--- config.mk ---
export PLATFORM = sky130hd
export DESIGN_NAME = uart_rx_buffer
export DESIGN_NICKNAME = d
export VERILOG_FILES = /design/src/uart_rx_pkg.sv /design/src/uart_rx_buffer.sv
export SDC_FILE = /design/constraint.sdc
export NUM_CORES = 1
export LEC_CHECK = 0
export ABC_AREA = 0
export BUFFER_PORTS_ARGS = -buffer_cell sky130_fd_sc_hd__buf_2
export CAP_MARGIN = 20
export CORE_ASPECT_RATIO = 2
export CORE_MARGIN = 2
export CORE_UTILIZATION = 62
export CTS_CLUSTER_DIAMETER = 120
export DETAILED_ROUTE_END_ITERATION = 8
export PLACE_DENSITY = 0.85
export SETUP_SLACK_MARGIN = 0.2
export SYNTH_ARGS = -nofsm -noshare
export SYNTH_HDL_FRONTEND = slang
export SYNTH_SLANG_ARGS = --single-unit
--- constraint.sdc ---
create_clock -name clk -period 6.34 [get_ports clk]
set_input_delay 0.317 -clock clk [delete_from_list [all_inputs] [get_ports clk]]
set_output_delay 0.317 -clock clk [all_outputs]
set_load 0.005 [all_outputs]
--- src/uart_rx_pkg.sv ---
package uart_rx_pkg;

  // ****************************************
  // Register map (byte addresses)
  // ****************************************
  localparam logic [3:0] ADDR_STATUS_A  = 4'h0;
  localparam logic [3:0] ADDR_CONTROL_B = 4'h4;
  localparam logic [3:0] ADDR_CONTROL_C = 4'h8;
  localparam logic [3:0] ADDR_DATA      = 4'hC;

  // ****************************************
  // Field positions
  // ****************************************
  localparam int STA_RXC      = 7;
  localparam int STA_FE       = 4;
  localparam int STA_DOR      = 3;
  localparam int STA_UPE      = 2;
  localparam int CTB_RXCIE    = 7;
  localparam int CTB_RXEN     = 4;
  localparam int CTB_RX9      = 1;
  localparam int CTB_TX9      = 0;
  localparam int CTC_PAR_EN   = 5;
  localparam int CTC_PAR_ODD  = 4;
  localparam int CTC_STOP2    = 3;
  localparam int CTC_SIZE_LSB = 0;

  // ****************************************
  // Reset values, encodings, timing
  // ****************************************
  localparam logic [7:0] CONTROL_B_RESET = 8'h00;
  localparam logic [7:0] CONTROL_C_RESET = 8'h03;
  localparam logic [7:0] RX9_CLEAR_MASK  = 8'hFD;
  localparam logic [2:0] CHAR_SIZE_9     = 3'h7;
  localparam logic [3:0] NINE_BITS       = 4'h9;
  localparam logic [3:0] MIN_BITS        = 4'h5;
  localparam int         BIT_CYCLES_DEF  = 16;
  localparam logic [1:0] FIFO_FULL       = 2'h2;

  typedef struct packed {
    logic       ninth;
    logic [7:0] data;
    logic       fe;
    logic       dor;
    logic       upe;
  } rx_frame_t;

  typedef enum logic [1:0] {RX_IDLE, RX_START, RX_BITS, RX_STOP} rx_state_t;

endpackage : uart_rx_pkg

--- src/uart_rx_buffer.sv ---
// Local design decisions: the placing of the registers and the Avalon-MM interface to the registers.
`timescale 1ns/1ps

module uart_rx_buffer
  import uart_rx_pkg::*;
#(
  parameter int BIT_CYCLES = BIT_CYCLES_DEF
) (
  // Clock, reset, enable
  input  logic        clk,
  input  logic        nrst,
  input  logic        ce,
  // Avalon-MM slave
  input  logic [3:0]  address,
  input  logic        read,
  input  logic        write,
  input  logic [31:0] writedata,
  output logic [31:0] readdata,
  output logic        waitrequest,
  // Serial line and core
  input  logic        serial_rx_pin,
  input  logic        global_irq_en,
  output logic        rx_irq,
  output logic        rx_pin_override
);

  localparam logic [15:0] BIT_CNT  = 16'(BIT_CYCLES - 1);
  localparam logic [15:0] HALF_CNT = 16'(BIT_CYCLES / 2 - 1);

  typedef struct packed {
    rx_frame_t [1:0] fifo;
    logic            rptr;
    logic [1:0]      count;
    rx_frame_t       hold;
    logic            hold_valid;
    logic            ovr_pend;
    rx_state_t       st;
    logic [15:0]     cnt;
    logic [3:0]      idx;
    logic [8:0]      sh;
    logic            par_bit;
    logic            pin_q;
    logic [7:0]      ctl_b;
    logic [7:0]      ctl_c;
    logic            waitreq;
    logic [31:0]     rdata;
    logic            pop_ok;
    logic            irq;
    logic            pin_ovr;
  } state_t;

  state_t     r_reg;
  state_t     r_next;
  logic [3:0] nbits;
  logic       par_en;
  logic       accept;
  logic       pop;
  logic [1:0] left;
  logic       have;
  rx_frame_t  head;
  logic [31:0] rd_mux;

  function automatic logic [3:0] data_bits(input logic [2:0] size);
    data_bits = (size == CHAR_SIZE_9) ? NINE_BITS : MIN_BITS + {2'b00, size[1:0]};
  endfunction : data_bits

  // ****************************************
  // Read data selection
  // ****************************************
  always_comb begin
    have   = r_reg.count != 2'h0;
    head   = r_reg.fifo[r_reg.rptr];
    rd_mux = 32'h0000_0000;
    case (address)
      ADDR_STATUS_A: begin
        rd_mux[STA_RXC] = have;
        rd_mux[STA_FE]  = have & head.fe;
        rd_mux[STA_DOR] = have & head.dor;
        rd_mux[STA_UPE] = have & head.upe & r_reg.ctl_c[CTC_PAR_EN];
      end
      ADDR_CONTROL_B: begin
        rd_mux[7:0]     = r_reg.ctl_b;
        rd_mux[CTB_RX9] = have & head.ninth;
      end
      ADDR_CONTROL_C: rd_mux[7:0] = r_reg.ctl_c;
      ADDR_DATA:      rd_mux[7:0] = have ? head.data : 8'h00;
      default:        rd_mux = 32'h0000_0000;
    endcase
  end

  // ****************************************
  // Next state
  // ****************************************
  always_comb begin
    r_next = r_reg;
    nbits  = data_bits(r_reg.ctl_c[CTC_SIZE_LSB +: 3]);
    par_en = r_reg.ctl_c[CTC_PAR_EN];
    accept = (read || write) && !r_reg.waitreq;

    // One wait cycle; read data is frozen before the accepting edge
    r_next.waitreq = 1'b1;
    if ((read || write) && r_reg.waitreq) begin
      r_next.waitreq = 1'b0;
      r_next.rdata   = rd_mux;
      r_next.pop_ok  = read && (address == ADDR_DATA) && have;
    end
    pop = accept && read && (address == ADDR_DATA) && r_reg.pop_ok;

    if (accept && write) begin
      case (address)
        ADDR_CONTROL_B: r_next.ctl_b = writedata[7:0] & RX9_CLEAR_MASK;
        ADDR_CONTROL_C: r_next.ctl_c = writedata[7:0];
        default: ;
      endcase
    end

    r_next.pin_q = serial_rx_pin;
    case (r_reg.st)
      RX_IDLE: begin
        if (r_reg.ctl_b[CTB_RXEN] && r_reg.pin_q && !serial_rx_pin) begin
          r_next.st  = RX_START;
          r_next.cnt = HALF_CNT;
        end
      end
      RX_START: begin
        if (r_reg.cnt != 16'h0000) begin
          r_next.cnt = r_reg.cnt - 16'h0001;
        end else if (serial_rx_pin) begin
          r_next.st = RX_IDLE;
        end else begin
          r_next.st  = RX_BITS;
          r_next.cnt = BIT_CNT;
          r_next.idx = 4'h0;
          r_next.sh  = 9'h000;
          if (r_reg.hold_valid && r_reg.count == FIFO_FULL && !pop) begin
            r_next.ovr_pend   = 1'b1;
            r_next.hold_valid = 1'b0;
          end
        end
      end
      RX_BITS: begin
        if (r_reg.cnt != 16'h0000) begin
          r_next.cnt = r_reg.cnt - 16'h0001;
        end else begin
          r_next.cnt = BIT_CNT;
          if (r_reg.idx < nbits) begin
            r_next.sh[r_reg.idx] = serial_rx_pin;
          end else begin
            r_next.par_bit = serial_rx_pin;
          end
          r_next.idx = r_reg.idx + 4'h1;
          if (r_reg.idx == 4'(nbits + {3'b000, par_en} - 4'h1)) begin
            r_next.st = RX_STOP;
          end
        end
      end
      RX_STOP: begin
        if (r_reg.cnt != 16'h0000) begin
          r_next.cnt = r_reg.cnt - 16'h0001;
        end else begin
          r_next.st          = RX_IDLE;
          r_next.hold.ninth  = r_reg.sh[8];
          r_next.hold.data   = r_reg.sh[7:0];
          r_next.hold.fe     = !serial_rx_pin;
          r_next.hold.dor    = 1'b0;
          r_next.hold.upe    = par_en &
                               (^r_reg.sh ^ r_reg.ctl_c[CTC_PAR_ODD] ^ r_reg.par_bit);
          r_next.hold_valid  = 1'b1;
        end
      end
      default: r_next.st = RX_IDLE;
    endcase

    left         = r_reg.count - {1'b0, pop};
    r_next.rptr  = r_reg.rptr ^ pop;
    r_next.count = left;
    if (r_next.hold_valid && left != FIFO_FULL) begin
      r_next.fifo[r_next.rptr ^ left[0]]     = r_next.hold;
      r_next.fifo[r_next.rptr ^ left[0]].dor = r_next.ovr_pend;
      r_next.hold_valid = 1'b0;
      r_next.ovr_pend   = 1'b0;
      r_next.count      = left + 2'h1;
    end

    if (!r_next.ctl_b[CTB_RXEN]) begin
      r_next.count      = 2'h0;
      r_next.hold_valid = 1'b0;
      r_next.ovr_pend   = 1'b0;
      r_next.st         = RX_IDLE;
    end
    r_next.irq     = (r_next.count != 2'h0) && r_next.ctl_b[CTB_RXCIE] && global_irq_en;
    r_next.pin_ovr = r_next.ctl_b[CTB_RXEN];
  end

  always_ff @(posedge clk) begin
    if (!nrst) begin
      r_reg         <= '0;
      r_reg.ctl_b   <= CONTROL_B_RESET;
      r_reg.ctl_c   <= CONTROL_C_RESET;
      r_reg.waitreq <= 1'b1;
      r_reg.pin_q   <= 1'b1;
    end else if (ce) begin
      r_reg <= r_next;
    end
  end

  assign readdata        = r_reg.rdata;
  assign waitrequest     = r_reg.waitreq;
  assign rx_irq          = r_reg.irq;
  assign rx_pin_override = r_reg.pin_ovr;
endmodule : uart_rx_buffer

Word level (Yosys, flattened, before mapping) --
Index checks and enable logic that the tools add are counted.
Word-level totals: register bits after elaboration 101, bits of input ports 43
Operators by class: $add $sub $neg 7, magnitude comparators 6, equality and inequality tests 22, multiplexer cells 47, bitwise logic cells 12, reduce and logical (&&, ||, !) cells 37
Operator list (number):
- $pmux 18 s4 | 1
- $mux 16 | 4
- $bwmux 24 | 2
- $mux 12 | 4
- $mux 34 | 1
- $mux 29 | 1
- $mux 13 | 2
- $pmux 13 s2 | 1
- $demux 12 s1 | 2
- $mux 8 | 3
- $mux 2 | 10
- $mux 18 | 1
- $ne 3x3->1 const B | 6
- $logic_and 1x1->1 | 17
- $reduce_bool 16->1 | 1
- $sub 16x1->16 const B | 1
- $mux 14 | 1
- $ne 2x2->1 const B | 7
- $mux 4 | 3
- $pmux 2 s3 | 2
- $pmux 3 s4 | 1
- $reduce_and 6->1 | 2
- $bwmux 9 | 1
- $mux 9 | 1
- 34 further kinds | 56

Depth between registers and ports, before layout --
Gate-level depths: netlist of the first run.
depth in word-level cells 17, depth in mapped cells 11

Worst setup path after synthesis of the first run --
Ideal clock, no wire load.
path type input -> register, start input port address[0], end register r_reg[115] (netlist bit), arrival 2.370 ns, slack 3.825 ns, stages on the path 10, path buffers 1, cells stage by stage nand4bb_1 > nor3_2 > ha_1 > xnor2_1 > inv_1 > ha_1 > nand2b_1 > nor4b_4 > buf_4 > a211oi_2
On the way: cells in the longest elaborated chain, start to end 11, elaborated cells between the ends (all ways) 25, classes of those cells add/sub: 1; order compare: 2; eq/ne: 2; mux: 11; bitwise: 2; reduce/logical: 7
RTL lines:
- start: declaration | line uart_rx_buffer.sv:14 | input logic [3:0] address,
- $eq 4x4->1 * | line uart_rx_buffer.sv:107 | pop = accept && read && (address == ADDR_DATA) && r_reg.pop_ok;
- $logic_and 1x1->1 * (2 in a row) | line uart_rx_buffer.sv:107
- $sub 2x1->2 (tied with other cells) | line uart_rx_buffer.sv:174 | left = r_reg.count - {1'b0, pop};
- $xor 1x1->1 or $logic_and 1x1->1 (tied branches) | line uart_rx_buffer.sv:178, uart_rx_buffer.sv:179, uart_rx_buffer.sv:135
- $lt 1x2->1 (not written as such) (tied with other cells) | line uart_rx_buffer.sv:178, uart_rx_buffer.sv:179
- $logic_and 1x1->1 (not written as such) or $mux 2 (tied branches) | line uart_rx_buffer.sv:178, uart_rx_buffer.sv:179, uart_rx_buffer.sv:128
- $mux 12 (not written as such) or $mux 4 (tied branches) | line uart_rx_buffer.sv:178, uart_rx_buffer.sv:126
- $demux 12 s1 or $pmux 1 s2 (tied branches) | line uart_rx_buffer.sv:178, uart_rx_buffer.sv:118
- $bwmux 24 or $logic_and 1x1->1 (tied branches) | line uart_rx_buffer.sv:178, uart_rx_buffer.sv:177
- $bwmux 24 or $reduce_and 2->1 (tied branches)
- end signal: assignment | line uart_rx_buffer.sv:203 | r_reg <= r_next;
- end: declaration | line uart_rx_buffer.sv:52 | state_t r_reg;
Mark *: on every way between the ends. The rest lies on a longest branch, timed or not. The select of a mux whose other input is x is not followed. A chain may end at the register's enable or synchronous reset.

Worst setup path in the final report of the first run --
start register r_reg[67] (netlist bit), end register r_reg[96] (netlist bit)
On the way: cells in the longest elaborated chain, start to end 3
RTL lines:
- $reduce_bool 16->1 | line uart_rx_buffer.sv:158 | if (r_reg.cnt != 16'h0000) begin
- $mux 13 | line uart_rx_buffer.sv:158
- $mux 12 | line uart_rx_buffer.sv:118 | case (r_reg.st)
No other way between the ends.

==> out/metrics.yaml, run 1 <==
yosys:
  synth_compound_area_share_pct: 18.8
  synth_xor_area_share_pct: 4.87
  synth_top_family_by_area: "simple AND/OR/NAND/NOR gates"
  yosysWarnings: 0
  async_flop_share_pct: 0
  synth_fa_ha_area_share_pct: 3.25
  syn-cell-area_um2: 5400
  synth.area.mux_share_pct: 8.09
  synth_flop_cell: "dfxtp_1"
  synth_area_per_cell_um2: 8.95
  synth-simple-area-share_pct: 19.8
  synthDistinctLibCells: 69
  ys_ff_latch: 99
  synth_edf_count: 0
  synthCells: 603
  yosysSeqAreaShare_pct: 36.7
clock_tree:
  root_buffer: "clkbuf_16"
  cts_repair_resize_count: 0
  postCtsSetupBuffers: 0
  clock_latency_ns: 0.35
  cts_sinks: 99
  clockBufferDepth: 2
  cts.clk_slew.worst_paths_ns: 0.06
  h-tree-depth: 3
  cts_buffers: 9
  cts_tree: "done"
  ctsHoldBuffers: 0
timing:
  setup_slack_ns: 3.56
  skew_ns: 0.00627
  fin_crit_sh_pct: 43.9
  setup_viol: 0
  tightest_slew_ns: 1.01
  maxSlewViolCount: 0
  period_needed_ns: 2.78
  fmax_mhz: 359
  finalHoldViolCount: 0
  rsz0062_at_grt: "no"
  maxSlewHeadroom_pct: 31.7
  setup_tns_ns: 0
grt:
  use_met2_pct: 46.7
  met1_usage_pct: 27.5
  grt_max_degree: 60
  grt.total_usage_pct: 27.2
  busiest_layer: "met2"
  grt_pass1_vias: 4380
  grt_overflow: 0
  antenna_found_initial: 0
  met3_usage_pct: 4.37
  grt_pass1_wl_um: 20600
worst_setup_path:
  regToRegSetupSlack_ns: 3.56
  critPathRequiredTime_ns: 6.54
  worstPathMaxFanout: 12
  arrival_ns: 2.98
  critPathKind: "reg2reg"
  endpoint_kind: "flip-flop"
  critPathLaunchType: "flip-flop"
floorplanning:
  floorplan.initialDensity_pct: 63.3
  dieWidth_um: 70.0
  core_um2: 8530
  num_rows: 48
  dieArea_um2: 9510
  die_h_um: 136
  ioPinCount: 78
drt:
  final_antenna_net_count: 0
  vias_per_cell: 6.24
  wl_um: 12700
  wl_per_cell_um: 17.8
  firstDrtPassIters: 7
  vias: 4449
  drc: 0
  drtIter0Drc: 401
finish:
  register_area_um2: 1980
  fill_cells: 697
  drive_above_1_share_pct: 16.6
  finalNetCount: 666
  largest_reg_flops: 88
  multiInputGateArea_um2: 3050
  area_delta_synth_final_pct: 5.77
  diodes: 0
hold_path:
  hold_path_class: "in2reg"
run_status:
  status: "finished clean"
placed_design:
  place_hpwl_um: 9450
  port_buffers: 29
  post-place-ws_ns: 3.25
  gp_congestion: 0.907
power_and_ir_drop:
  p_per_area_nw_per_um2: 228
  ir_drop_mv: 0.165
  p_leak_nw: 2.14
job:
  drv_cap: 0
power by group:
part           switching [mW]  leakage [nW]  internal (mW)
logic                  0.0620          1.19         0.0277
clock network           0.223         0.150          0.355
registers             0.00718         0.799          0.628
cell usage in the layout (no fill, tap or decap), types with 13 or more instances in the layout:
cell and instances:
dfxtp_1 99, nor2_1 67, nand2_1 53, mux2i_1 29, buf_2 29, a21oi_1 28
o21ai_0 25, conb_1 24, xnor2_1 19, inv_1 16, a211oi_2 16, ha_1 14
nand3_1 13, mux2_2 13
routing by layer:
metal  up-vias  share of wire [%]
li1       2100                  -
met1      2140                 36
met2       151                 52
met3        58                4.3
met4         0                8.1
met5         -                  0
Yosys cell counts, drive strengths merged, types with 4 or more instances:
| library cell | instances | area, um2 |
|---|---|---|
| or2 | 4 | 25.0 |
| nor2 | 74 | 295 |
| nor4 | 7 | 95.1 |
| mux2i | 29 | 290 |
| a2bb2oi | 4 | 35.0 |
| nand4 | 8 | 56.3 |
| nor3 | 8 | 50.1 |
| dfxtp | 99 | 1980 |
| clkbuf | 19 | 71.3 |
| a221oi | 6 | 52.6 |
| xor2 | 11 | 96.3 |
| ha | 14 | 175 |
| a21oi | 30 | 165 |
| a21o | 9 | 67.6 |
| mux2 | 13 | 146 |
| nor4b | 4 | 62.6 |
| a211oi | 24 | 260 |
| nand2b | 5 | 31.3 |
| buf | 42 | 314 |
| inv | 17 | 63.8 |
| nand3 | 13 | 65.1 |
| o211ai | 6 | 45.0 |
| and2 | 6 | 37.5 |
| o311ai | 4 | 35.0 |
| xnor2 | 19 | 166 |
| and3 | 6 | 37.5 |
| nand2 | 53 | 199 |
| a31oi | 5 | 31.3 |
| o21ai | 28 | 144 |
critical path: stages (launching register included):
cell     delay (ns)
dfxtp_1        0.35
inv_1          0.07
ha_1           0.20
nor4b_2        0.30
and4_1         0.50
and2_1         0.60
nand2_1        0.37
nand2_1        0.17
a21oi_1        0.08
worst paths after layout:
path / start / endpoint / depth (start not counted)
hold reg to reg: rx_irq / rx_irq / 2
setup / recovery: r_reg[67] / r_reg[96] / 8
setup reg to reg: r_reg[67] / r_reg[96] / 8
hold / removal: writedata[1] / r_reg[37] / 3
kinds of logic after synthesis:
logic type	after synthesis
mux	42
compound gates	136
flops	99
simple gates	203
fa+ha+maj	14
other cells	1
xor+xnor	30
buf+inv	78
area by class of cell:
class	instances	area share [%]
clock inverters	2	1.05
well taps	100	2.19
inverters	17	1.12
repair buffers	33	3.07
flip-flops and latches	99	34.7
clock buffers	13	4.39
multi-input cells	449	53.5
stage by stage:
step / hold WS, ns / util (%) / power (mW) / area (um2) / cells
after floorplan: 0.425 / - / 0.724 / 5480 / 626
after global placement: 0.435 / 63.2 / 0.733 / 5390 / 697
after detailed placement: 0.443 / 63.3 / 0.737 / 5400 / 698
after CTS: 0.193 / 66.9 / 1.31 / 5710 / 713
after global routing: 0.243 / 66.9 / 1.34 / 5710 / 713
final: 0.196 / 66.9 / 1.30 / 5710 / 713
Note: power is estimated with default switching activity, not from simulation.
==> run 2, diff against run 1 <==
CORE_UTILIZATION = 52   (was 62)
PLACE_DENSITY = 0.75   (was 0.85)
clock period = 2.4 ns   (was 6.34 ns; I/O delays follow)
==> run 2 against run 1 <==
Sequential share of layout area decreased by 5.7 points; critical path depth rose by 3; non-clock buffer count increased by 71; die area increased by 18%; sequential power rose to 2.6 times the previous value; critical path type unchanged; largest cell class unchanged.
==> out/metrics.yaml, run 2 (synthesis gave the netlist of run 1 again) <==
power_and_ir_drop:
  p_per_area_nw_per_um2: 518  # +130%
  p_leak_nw: 2.66  # +24%
  ir_drop_mv: 0.553  # +230%
  p_total_mw: 3.55  # +170%
clock_tree:
  root_buffer: "clkbuf_16"
  clockBufferDepth: 2  # unchanged
  ctsHoldBuffers: 0  # unchanged
  cts_tree: "done"
  cts_buffers: 9  # unchanged
  cts_sinks: 99  # unchanged
  cts.clk_slew.worst_paths_ns: 0.07  # about the same
  h-tree-depth: 3  # unchanged
  clock_latency_ns: 0.35  # about the same
worst_setup_path:
  crit_path_top_delay_cell: "dfxtp_2"
  critPathRequiredTime_ns: 2.64  # -3.90 ns
  max_stage_delay_ns: 0.33  # -0.27 ns
  arrival_ns: 2.56  # -0.42 ns
  endpoint_kind: "flip-flop"
  crit_chain: "inv_2 > ha_4 > nor4b_4 > buf_4 > and4_4 > buf_6 > nand4_1 > a21oi_2 > buf_6 > a21oi_2 > a41o_1"
  cp.buffers_inverters: 4  # +3
  r2r_start: "r_reg[68]"
  critPathKind: "reg2reg"
  cp_top_family: "simple AND/OR/NAND/NOR gates"
  crit_start: "r_reg[68]"
  worstPathMaxFanout: 5  # -7
  critPathLaunchType: "flip-flop"
timing:
  finalHoldViolCount: 0  # unchanged
  fin_crit_sh_pct: 96.8  # +53 points
  setup_tns_ns: 0  # unchanged
  tightest_slew_ns: 0.705  # -0.305 ns
  rsz0062_at_grt: "yes"
  fmax_mhz: 430  # +20%
  maxSlewViolCount: 0  # unchanged
  period_needed_ns: 2.32  # -0.460 ns
  worst_hold_slack_ns: 0.00387  # -0.192 ns
  skew_ns: 0.0110  # +0.00475 ns
  maxSlewHeadroom_pct: 52.8  # +21 points
  setup_viol: 0  # unchanged
floorplanning:
  die_h_um: 148  # +8.9%
  num_rows: 52  # +8.3%
  dieArea_um2: 11300  # +18%
  ioPinCount: 78  # unchanged
  dieWidth_um: 76.0  # +8.7%
  core_um2: 10100  # +18%
  floorplan.initialDensity_pct: 53.5  # -9.8 points
finish:
  finalNetCount: 738  # +11%
  area_delta_synth_final_pct: 27.1
  fin_area_um2: 6860  # +20%
  diodes: 0  # unchanged
  drive_above_1_share_pct: 35.4  # +19 points
  final_cell_mix: "dfxtp_1, nor2_1, nand2_1"
  instances_no_fill: 821  # +15%
  layout.cells.most_common: "dfxtp_1"
  fill_cells: 723  # +3.7%
  largest_reg_flops: 88  # unchanged
drt:
  final_antenna_net_count: 0  # unchanged
  drtIter0Drc: 329  # -18%
  wl_per_cell_um: 19.3  # +8.7%
  firstDrtPassIters: 7  # unchanged
  vias: 4873  # +9.5%
  vias_per_cell: 5.94  # -4.9%
  wl_um: 15900  # +25%
  drc: 0  # unchanged
placed_design:
  port_buffers: 29  # unchanged
  gp_congestion: 0.894  # -1.3%
  post-place-cells: 764  # +9.5%
  place_hpwl_um: 10100  # +7.2%
  postPlaceCellArea_um2: 5760  # +6.7%
grt:
  grt.total_usage_pct: 25.5  # -1.6 points
  grt_pass1_vias: 4684  # +6.9%
  grt_overflow: 0  # unchanged
  antenna_found_initial: 0  # unchanged
  grt_pass1_wl_um: 22800  # +11%
  grt_max_degree: 34  # -43%
job:
  drv_cap: 0  # unchanged
hold_path:
  hold_path_class: "in2reg"
  min-delay-start: "writedata[1]"
run_status:
  status: "finished clean"
[run 2: cell types whose count changed in the layout (fill, tap and decap cells not counted), sizes merged]
cell | before | now
inv | 17 | 21
clkinv | 0 | 2
a31oi | 5 | 6
bufinv | 2 | 0
buf | 33 | 101
[run 2: through the flow]
stage	utilization, %	setup WS [ns]
finish	68.0	0.0759
global route	68.0	-0.0429
CTS	62.2	0.145
global placement	57.1	-0.00234
detailed placement	57.1	-0.0692
floorplan	-	0.181
[run 2: where the power goes]
group          leakage [nW]  switching [mW]  internal, mW
sequential            0.800          0.0195          1.66
clock                 0.146           0.692         0.755
combinational          1.71           0.238         0.191
total                  2.66           0.949          2.60
[run 2: layout make-up]
cell class / count / area [um2] / area share [%]
Clock buffer: 10 / 239 / 3.48
Inverter: 17 / 63.8 / 0.930
Multi-Input combinational cell: 450 / 3440 / 50.1
Tap cell: 135 / 169 / 2.46
Clock inverter: 6 / 55.1 / 0.803
Timing Repair Buffer: 104 / 902 / 13.2
Sequential cell: 99 / 1990 / 29.0
[run 2: tightest hold or removal path, delay by kind of cell]
kind	cells	cell delay, ns
buf+inv	1	0.08
mux	1	0.06
simple gates	1	0.06
[run 2: what timing repair did]
item,in CTS,in global routing
gates resized for setup,20,86
setup buffers,10,22
pin swaps,17,50
gates cloned,3,6
endpoints found under the setup margin,61,66
[run 2: path summary, 6_finish.rpt]
kind,to,slack [ns],cells past startpoint
max,r_reg[62],0.08,11
max reg2reg,r_reg[62],0.08,11
min reg2reg,r_reg[96],0.45,2
min,r_reg[37],0.004,3
[run 2: metal layers]
metal	up-vias	GRT usage [%]	routed length [um]
met5	-	0	0
met4	0	18.5	1210
met3	73	4.25	612
met2	186	46.7	8550
met1	2366	26.0	5510
li1	2248	-	-
==> run 3, diff against run 2 <==
PLACE_DENSITY = 0.76   (was 0.75)
==> run 3 against run 2 <==
First-iteration DRC count fell by 0.91%; final cell count decreased by 1.3%; combinational power is 26% lower; critical path type unchanged.
==> out/metrics.yaml, run 3 (synthesis gave the netlist of run 1 again) <==
worst_setup_path:
  crit_chain: "nand2_2 > nor3_4 > ha_2 > xnor2_2 > inv_2 > ha_4 > nand2b_4 > nor4b_4 > buf_6 > clkbuf_16 > nor2_1 > a211oi_1"
  cp.buffers_inverters: 3  # -1
  endpoint_kind: "flip-flop"
  critPathLaunchType: "flip-flop"
  max_stage_delay_ns: 0.33  # about the same
  critPathKind: "reg2reg"
  cp_top_family: "simple AND/OR/NAND/NOR gates"
  worstPathMaxFanout: 6  # +1
  critPathRequiredTime_ns: 2.65  # about the same
  arrival_ns: 2.63  # +0.07 ns
  crit_path_top_delay_cell: "dfxtp_2"
finish:
  fill_cells: 798  # +10%
  final_util_pct: 66.1  # -1.9 points
  finalNetCount: 727  # -1.5%
  diodes: 0  # unchanged
  drive_above_1_share_pct: 31.4  # -4.0 points
  final_cell_mix: "dfxtp_1, nor2_1, nand2_1"
  layout.cells.most_common: "dfxtp_1"
  area_delta_synth_final_pct: 23.6
  fin_area_um2: 6670  # -2.8%
  largest_reg_flops: 88  # unchanged
clock_tree:
  cts_tree: "done"
  clockBufferDepth: 2  # unchanged
  cts_sinks: 99  # unchanged
  h-tree-depth: 3  # unchanged
  cts.clk_slew.worst_paths_ns: 0.07  # about the same
  cts_buffers: 9  # unchanged
  root_buffer: "clkbuf_16"
  clock_latency_ns: 0.34  # about the same
  ctsHoldBuffers: 0  # unchanged
floorplanning:
  die_h_um: 148  # unchanged
  floorplan.initialDensity_pct: 53.5  # unchanged
  ioPinCount: 78  # unchanged
  core_um2: 10100  # unchanged
  dieArea_um2: 11300  # unchanged
  num_rows: 52  # unchanged
  dieWidth_um: 76.0  # unchanged
placed_design:
  place_hpwl_um: 10400  # +2.3%
  gp_congestion: 0.871  # -2.6%
  postPlaceCellArea_um2: 5820  # +1.0%
  post-place-ws_ns: -0.175  # -0.106 ns
  port_buffers: 29  # unchanged
timing:
  period_needed_ns: 2.37  # +0.0464 ns
  tightest_slew_ns: 0.685  # -0.0198 ns
  fin_crit_sh_pct: 98.8  # +1.9 points
  setup_viol: 0  # unchanged
  finalHoldViolCount: 0  # unchanged
  rsz0062_at_grt: "yes"
  fmax_mhz: 422  # -2.0%
  setup_slack_ns: 0.0295  # -0.0464 ns
  maxSlewHeadroom_pct: 54.1  # +1.3 points
  maxSlewViolCount: 0  # unchanged
  skew_ns: 0.00616  # -0.00486 ns
power_and_ir_drop:
  ir_drop_mv: 0.496  # -10%
  p_per_area_nw_per_um2: 525  # +1.4%
  power_switching_mw: 0.826  # -13%
  clkPwrFrac_pct: 43.0  # +2.3 points
  seq_power_share_pct: 47.9  # +0.7 points
  pwr-share-comb_pct: 9.0  # -3.1 points
  p_leak_nw: 2.58  # -3.0%
  p_sw_share_pct: 23.6  # -3.1 points
  p_int_mw: 2.68  # +2.9%
drt:
  final_antenna_net_count: 0  # unchanged
  drc: 0  # unchanged
  drtIter0Drc: 326  # -0.91%
  wl_per_cell_um: 18.8  # -3.0%
  firstDrtPassIters: 7  # unchanged
  vias: 4773  # -2.1%
  vias_per_cell: 5.89  # -0.72%
  wl_um: 15200  # -4.3%
grt:
  grt.total_usage_pct: 26.1  # +0.57 points
  antenna_found_initial: 0  # unchanged
  grt_pass1_vias: 4775  # +1.9%
  grt_max_degree: 42  # +24%
  grt_overflow: 0  # unchanged
  grt_pass1_wl_um: 23300  # +2.2%
run_status:
  status: "finished clean"
hold_path:
  hold_path_class: "in2reg"
job:
  drv_cap: 0  # unchanged
==> run 3: cell types whose count changed in the layout (fill, tap and decap cells not counted), sizes merged, moves of 2 or more <==
cell,change
buf,-9
inv,-4
clkbuf,+2
clkinvlp,+2
clkinv,-2
==> run 3: metrics by stage <==
step	total power, mW	instances	setup TNS, ns	hold slack [ns]
finish	3.50	810	0	0.0216
global route	3.60	810	-0.227	0.0278
CTS	3.49	802	0	0.0131
detailed placement	1.98	772	-1.76	0.367
global placement	1.97	772	-0.0600	0.352
floorplan	1.92	626	0	0.248
==> run 3: final timing paths <==
path                start         end  slack, ns  cells after the start
min reg2reg     r_reg[91]   r_reg[91]       0.45                      2
min          writedata[1]   r_reg[37]       0.02                      3
max reg2reg      r_reg[2]  r_reg[122]       0.03                     12
max              r_reg[2]  r_reg[122]       0.03                     12
==> run 3: per-layer routing <==
metal | wire (um) | GRT usage (%) | up-vias
met5 | 0 | 0 | -
met4 | 889 | 16.1 | 0
met3 | 638 | 3.94 | 56
met2 | 8340 | 50.6 | 177
met1 | 5340 | 25.5 | 2314
li1 | - | - | 2226
==> run 3: worst min-delay path: cells and delay by family <==
family / cells / cell delay (ns)
multiplexers: 1 / 0.07
AND/OR/NAND/NOR: 1 / 0.07
buffers and inverters: 1 / 0.07
==> run 3: power groups by stage <==
| stage | combinational (mW) | clock, mW | sequential, mW |
|---|---|---|---|
| 3_3_place_gp | 0.260 | 0 | 1.71 |
| 6_report | 0.317 | 1.51 | 1.68 |
| 3_5_place_dp | 0.266 | 0 | 1.72 |
| 2_1_floorplan | 0.205 | 0 | 1.71 |
| 4_1_cts | 0.287 | 1.52 | 1.68 |
| 5_1_grt | 0.341 | 1.58 | 1.68 |
==> run 3: timing repair <==
item                       4_1_cts  5_1_grt
pin swaps                       12       21
gates resized for setup         27       43
cloned                           4        3
setup endpoints to repair       60       63
setup buffers                   10        5
==> run 3: layout make-up <==
cell class | count | area [um2] | share of cell area, %
Multi-Input combinational cell | 449 | 3300 | 49.4
Sequential cell | 99 | 1990 | 29.9
Timing Repair Buffer | 94 | 832 | 12.5
Clock buffer | 13 | 270 | 4.05
Tap cell | 135 | 169 | 2.53
Inverter | 17 | 63.8 | 0.957
Clock inverter | 3 | 45.0 | 0.675
